### config.mk
export PLATFORM = sky130hd
export DESIGN_NAME = reload_timer
export DESIGN_NICKNAME = d
export VERILOG_FILES = /design/src/design/reload_timer_pkg.sv /design/src/design/reload_timer.sv
export SDC_FILE = /design/constraint.sdc
export NUM_CORES = 1
export LEC_CHECK = 0
export BUFFER_PORTS_ARGS = -buffer_cell sky130_fd_sc_hd__buf_2
export CORE_ASPECT_RATIO = 0.7
export CORE_UTILIZATION = 62
export CTS_BUF_LIST = sky130_fd_sc_hd__clkbuf_4 sky130_fd_sc_hd__clkbuf_8 sky130_fd_sc_hd__clkbuf_16
export CTS_CLUSTER_DIAMETER = 30
export DETAILED_ROUTE_END_ITERATION = 7
export PLACE_DENSITY = 0.84
export SLEW_MARGIN = 15
export SYNTH_ARGS = -nofsm -noshare
export SYNTH_HDL_FRONTEND = slang
export SYNTH_SLANG_ARGS = --single-unit
### constraint.sdc
create_clock -name core_clk -period 8.11 [get_ports core_clk]
set_clock_uncertainty 0.05 [all_clocks]
set_input_delay 0 -clock core_clk [delete_from_list [all_inputs] [get_ports core_clk]]
set_output_delay 0 -clock core_clk [all_outputs]
set_load 0.02 [all_outputs]
### src/design/reload_timer_pkg.sv
// Operation
// - The count clock is the peripheral clock divided by two to the power of a 4-bit select, 0x0 to 0xe, with 0xf reserved and reset to 0x0.
// - A 16-bit read/write reload value, reset to zero, presets the counter.
// - The counter value reads back as 16 bits, resets to 0xffff and ignores writes.
// - Control bit D4 selects one-shot when one and repeat when zero, resetting to zero.
// - Writing one to the write-only timer reset bit presets the counter, and writing zero does nothing.
// - Control bit D0 runs the timer when one and stops it when zero, resetting to zero.
// - The interrupt request is passed on only while enable bit D8 is one, which resets to zero.
// - Flag bit D0 is set by the interrupt cause, cleared by writing one, unchanged by writing zero, and resets to zero.
// - A second channel has its own prescaler select register at 0x4240 with the same layout and reset.
package reload_timer_pkg;
  localparam logic [15:0] CH1_DIV_OFS = 16'h4220;
  localparam logic [15:0] CH1_RELOAD_OFS = 16'h4222;
  localparam logic [15:0] CH1_COUNT_OFS = 16'h4224;
  localparam logic [15:0] CH1_CTL_OFS = 16'h4226;
  localparam logic [15:0] CH1_INT_OFS = 16'h4228;
  localparam logic [15:0] CH2_DIV_OFS = 16'h4240;
  localparam int SEL_LSB = 0;
  localparam int SEL_W = 4;
  localparam int RUN_BIT = 0;
  localparam int SRST_BIT = 1;
  localparam int MODE_BIT = 4;
  localparam int FLAG_BIT = 0;
  localparam int IEN_BIT = 8;
  localparam logic [3:0] SEL_RST = 4'h0;
  localparam logic [3:0] SEL_RESERVED = 4'hF;
  localparam logic [15:0] RELOAD_RST = 16'h0000;
  localparam logic [15:0] COUNT_RST = 16'hFFFF;
  localparam int DIV_W = 14;

  typedef struct packed {
    logic [15:0] addr;
    logic [15:0] wdata;
    logic wr;
    logic rd;
  } bus_req_t;

  typedef struct packed {
    logic oneshot_mode;
    logic timer_run;
  } timer_ctl_t;

  typedef struct packed {
    logic timer_irq_enable;
    logic timer_irq_flag;
  } timer_irq_t;
endpackage : reload_timer_pkg

### src/design/reload_timer.sv
// The strobed register port was decided locally.
`timescale 1ns/1ps
module reload_timer #(
  parameter int DATA_W = 16
) (
  input wire logic core_clk,
  input wire logic rst,
  input wire reload_timer_pkg::bus_req_t bus_req,
  output logic [15:0] rdata,
  output logic irq
);
  import reload_timer_pkg::*;

  if (DATA_W != 16) begin : g_width_check
    $error("reload_timer supports only 16-bit registers");
  end

  logic [SEL_W-1:0] prescale_select;
  logic [SEL_W-1:0] ch2_prescale_select;
  logic [15:0] reload_value;
  logic [15:0] counter_value;
  logic [DIV_W-1:0] prescale_cnt;
  timer_ctl_t ctl;
  timer_irq_t irqs;

  logic [SEL_W-1:0] next_prescale_select;
  logic [SEL_W-1:0] next_ch2_prescale_select;
  logic [15:0] next_reload_value;
  logic [15:0] next_counter_value;
  logic [DIV_W-1:0] next_prescale_cnt;
  timer_ctl_t next_ctl;
  timer_irq_t next_irqs;
  logic [15:0] next_rdata;
  logic next_irq;

  logic wr_ctl;
  logic wr_int;
  logic soft_reset;
  logic tick;
  logic underflow;

  // Last prescaler count for a select code
  function automatic logic [DIV_W-1:0] div_last(input logic [SEL_W-1:0] sel);
    logic [2**SEL_W-1:0] one_hot;
    one_hot = '0;
    one_hot[sel] = 1'b1;
    return DIV_W'(one_hot - 1'b1);
  endfunction : div_last

  assign wr_ctl = bus_req.wr && (bus_req.addr == CH1_CTL_OFS);
  assign wr_int = bus_req.wr && (bus_req.addr == CH1_INT_OFS);
  assign soft_reset = wr_ctl && bus_req.wdata[SRST_BIT];
  // Divided count clock, none on reserved code
  assign tick = (prescale_select != SEL_RESERVED)
      && (prescale_cnt >= div_last(prescale_select));
  assign underflow = ctl.timer_run && tick && !soft_reset && (counter_value == 16'h0000);

  always_comb begin
    next_prescale_select = prescale_select;
    next_ch2_prescale_select = ch2_prescale_select;
    next_reload_value = reload_value;
    next_counter_value = counter_value;
    next_prescale_cnt = prescale_cnt;
    next_ctl = ctl;
    next_irqs = irqs;
    next_rdata = 16'h0000;
    if (bus_req.wr) begin
      if (bus_req.addr == CH1_DIV_OFS) begin
        next_prescale_select = bus_req.wdata[SEL_LSB +: SEL_W];
      end else if (bus_req.addr == CH2_DIV_OFS) begin
        next_ch2_prescale_select = bus_req.wdata[SEL_LSB +: SEL_W];
      end else if (bus_req.addr == CH1_RELOAD_OFS) begin
        next_reload_value = bus_req.wdata;
      end else if (bus_req.addr == CH1_CTL_OFS) begin
        next_ctl.oneshot_mode = bus_req.wdata[MODE_BIT];
        next_ctl.timer_run = bus_req.wdata[RUN_BIT];
      end else if (bus_req.addr == CH1_INT_OFS) begin
        next_irqs.timer_irq_enable = bus_req.wdata[IEN_BIT];
      end
    end
    if (wr_int && bus_req.wdata[FLAG_BIT]) begin
      next_irqs.timer_irq_flag = 1'b0;
    end
    if (soft_reset) begin
      next_counter_value = reload_value;
      next_prescale_cnt = '0;
    end else if (!ctl.timer_run || tick) begin
      next_prescale_cnt = '0;
    end else begin
      next_prescale_cnt = prescale_cnt + 1'b1;
    end
    if (ctl.timer_run && tick && !soft_reset) begin
      if (underflow) begin
        next_counter_value = reload_value;
      end else begin
        next_counter_value = counter_value - 16'h0001;
      end
    end
    if (underflow) begin
      next_irqs.timer_irq_flag = 1'b1;
      if (ctl.oneshot_mode) begin
        next_ctl.timer_run = 1'b0;
      end
    end
    if (bus_req.rd) begin
      if (bus_req.addr == CH1_DIV_OFS) begin
        next_rdata[SEL_LSB +: SEL_W] = prescale_select;
      end else if (bus_req.addr == CH2_DIV_OFS) begin
        next_rdata[SEL_LSB +: SEL_W] = ch2_prescale_select;
      end else if (bus_req.addr == CH1_RELOAD_OFS) begin
        next_rdata = reload_value;
      end else if (bus_req.addr == CH1_COUNT_OFS) begin
        next_rdata = counter_value;
      end else if (bus_req.addr == CH1_CTL_OFS) begin
        next_rdata[MODE_BIT] = ctl.oneshot_mode;
        next_rdata[RUN_BIT] = ctl.timer_run;
      end else if (bus_req.addr == CH1_INT_OFS) begin
        next_rdata[IEN_BIT] = irqs.timer_irq_enable;
        next_rdata[FLAG_BIT] = irqs.timer_irq_flag;
      end
    end
    next_irq = next_irqs.timer_irq_flag && next_irqs.timer_irq_enable;
  end

  always_ff @(posedge core_clk) begin
    if (rst) begin
      prescale_select <= SEL_RST;
      ch2_prescale_select <= SEL_RST;
      reload_value <= RELOAD_RST;
      counter_value <= COUNT_RST;
      prescale_cnt <= '0;
      ctl <= '0;
      irqs <= '0;
      rdata <= 16'h0000;
      irq <= 1'b0;
    end else begin
      prescale_select <= next_prescale_select;
      ch2_prescale_select <= next_ch2_prescale_select;
      reload_value <= next_reload_value;
      counter_value <= next_counter_value;
      prescale_cnt <= next_prescale_cnt;
      ctl <= next_ctl;
      irqs <= next_irqs;
      rdata <= next_rdata;
      irq <= next_irq;
    end
  end
endmodule : reload_timer

==> results_dict.tcl <==
set metrics [dict create \
    yosysMostFrequentCell "dfxtp_1" \
    synth_top_cells_by_area "dfxtp_1 (38%), nor2_1 (6.6%), nand2_1 (6.1%)" \
    die_w_um 97.96 \
    wl_per_cell_um 16.48 \
    leakage_nw 1.747 \
    drive_gt1_share_pct 15.91 \
    status "finished, final reports clean" \
    synth_area_um2 3996 \
    rrSetupSlack_ns 3.45 \
    antenna_found_initial 0 \
    ys_seq_area_share_pct 37.57 \
    maxClockFrequency_mhz 214.5 \
    fin_crit_ns 4.662 \
    vias 3794 \
    synth_top_cell_by_area "dfxtp_1" \
    post-cts-setup-buffers 0 \
    synth.net_count 543 \
    async_flop_share_pct 0 \
    grt_max_degree 49 \
    final_util_pct 73.99 \
    io_buffers 52 \
    numCtsBuffers 9 \
    crit_arrival_ns 4.80 \
    first_iter_violations 416 \
    tns_ns 0 \
    cp_data_required_time_ns 8.25 \
    slew-limit-headroom_pct 23.83 \
    ios 53 \
    cp-end-kind "register" \
    ir_drop_v 0.0001199 \
    route.detailed.drc 0 \
    clockBufferDepth 2 \
    root_buffer "clkbuf_8" \
    floorplan.initialDensity_pct 64.29 \
    synth-edff-count 0 \
    yosysUniqueCellTypes 58 \
    synthFlopType "dfxtp_1" \
    vias_per_cell 6.013 \
    die_h_um 69.17 \
    area.growth.synth_to_final_pct 15.09 \
    ys_seq_elements 75 \
    clk_pin_slew_ns 0.09 \
    dp_slack_ns 3.630 \
    drv_cap 0 \
    crit_path_max_fanout 14 \
    yosys_warnings 0 \
    netlist_top_cells_count "dfxtp_1 (75), nor2_1 (70), nand2_1 (65), a21oi_1 (43), nand3_1 (21)" \
    track_usage_pct 32.32 \
    yosysTopAreaCellShare_pct 37.57 \
    grt_pass1_wl_um 17180 \
    numClockSinks 75 \
    routabilityCongestion 0.9251 \
    cp-start-kind "register" \
    drt_wl_total_um 10400 \
    min_path_type "in -> reg" \
    grt_pass1_vias 3496 \
    hpwl_um 7174 \
    die_area_um2 6776 \
    slew_violations 0 \
    htree_levels 3 \
    post_cts_resized 0 \
    setup_viol 0 \
    hold_viol 0 \
    power.density_nw_per_um2 148.0 \
    clock_latency_ns 0.36 \
    worstSetupPathType "reg -> reg" \
    synth.avg_cell_area_um2 8.156 \
    antenna_cells 0 \
    rows 24 \
    fillers 455 \
    first_pass_iters 6 \
    postRouteAntennaNets 0 \
    fin_ws_ns 3.448 \
    rsz0062_at_grt "no" \
    overflow 0 \
    synthCells 490 \
    tritoncts "yes" \
    post-route-period-util_pct 57.49 \
    fin_nets 601 \
    core_um2 6216 \
    worst_pin_slew_ns 1.138 \
]
cell usage in the layout (no fill, tap or decap), types with 2 or more instances in the layout:
master / n
dfxtp_1: 75
nor2_1: 70
nand2_1: 65
buf_2: 52
a21oi_1: 43
nand3_1: 21
a22oi_1: 20
mux2i_1: 20
dlygate4sd3_1: 18
ha_1: 17
o21ai_0: 15
nor3_1: 12
inv_1: 10
clkbuf_8: 9
or3_1: 8
xor2_1: 7
xnor2_1: 7
and3_1: 6
and2_1: 6
nand2b_1: 5
a22oi_2: 5
nand4_1: 4
a21o_1: 4
nand3b_1: 3
o21a_1: 3
a31oi_1: 3
a222oi_1: 3
inv_6: 3
mux2_2: 2
or2_2: 2
a22o_1: 2
or4b_1: 2
nor4b_1: 2
o211ai_1: 2
inv_8: 2
sequential cells by signal, indices dropped and copies added (netlist names):
| name | cells |
|---|---|
| reload_value | 16 |
| ctl | 2 |
| irqs | 2 |
| ch2_prescale_select | 4 |
| irq | 1 |
| prescale_select | 4 |
| rdata | 16 |
| prescale_cnt | 14 |
| counter_value | 16 |
power by group:
part | total, mW | internal, mW | leakage, nW | switching, mW
registers | 0.368 | 0.368 | 0.604 | 0.00000380
clock network | 0.284 | 0.119 | 0.0947 | 0.165
logic | 0.0289 | 0.0141 | 1.05 | 0.0148
total | 0.681 | 0.501 | 1.75 | 0.180
layer usage:
layer	vias up	global-route usage [%]	wire, um
met4	0	11.28	171
met3	18	7.056	989
li1	1863	-	-
met2	200	48.36	4478
met5	-	0	0
met1	1713	46.01	4756
cell type report:
| cell class | count | area (um^2) | area share (%) |
|---|---|---|---|
| timing repair buffer | 71 | 447.9 | 9.739 |
| clock buffer | 9 | 123.9 | 2.693 |
| sequential | 75 | 1501 | 32.64 |
| clock inverter | 7 | 65.06 | 1.415 |
| inverter | 10 | 37.54 | 0.8161 |
| tap | 78 | 97.59 | 2.122 |
| multi-input combinational | 381 | 2326 | 50.57 |
worst max-delay path: stages, from the launching register on:
cell and delay (ns):
dfxtp_1 0.44, nor2_1 0.35, nand3b_1 0.17, ha_1 0.39, or2_2 0.35, o21ai_0 0.16
a22o_1 0.16, a21oi_1 0.08, ha_1 0.30, nand4_1 0.11, nor2_1 0.15, o311ai_0 0.13
a2bb2oi_1 0.33, a21oi_1 0.24, nor2_1 0.81, a22oi_1 0.24
metrics by stage:
step	total power, mW	area, um^2	std cells	hold slack (ns)
after floorplan	0.3855	3996	490	0.09045
final	0.6808	4599	631	0.1103
after detailed placement	0.3978	4230	597	0.1982
after global placement	0.3975	4230	597	0.1944
after CTS	0.6816	4599	631	0.08551
after global routing	0.7005	4599	631	0.1427
logic make-up (layout without fill, tap and decap cells):
family | count (synthesis) | count (layout) | synth area share (%)
XOR/XNOR | 14 | 14 | 3.068
adder cells (fa/ha/maj) | 17 | 17 | 5.322
AO/OA/AOI/OAI | 111 | 111 | 18.19
multiplexers | 22 | 22 | 5.573
flip-flops | 75 | 75 | 37.57
AND/OR/NAND/NOR | 217 | 217 | 26.05
buffers and inverters | 34 | 97 | 4.227
timing repair:
item	CTS	global route
hold buffers	18	0
hold endpoints to repair	32	0
setup endpoints to repair	0	0
final timing paths:
path / start / end / cells past startpoint
max: prescale_select[3] / counter_value[13] / 15
min: bus_req[20] / rdata[0] / 4
max reg2reg: prescale_select[3] / counter_value[13] / 15
min reg2reg: reload_value[12] / reload_value[12] / 2
No activity file was read; power rests on OpenSTA's default activity.
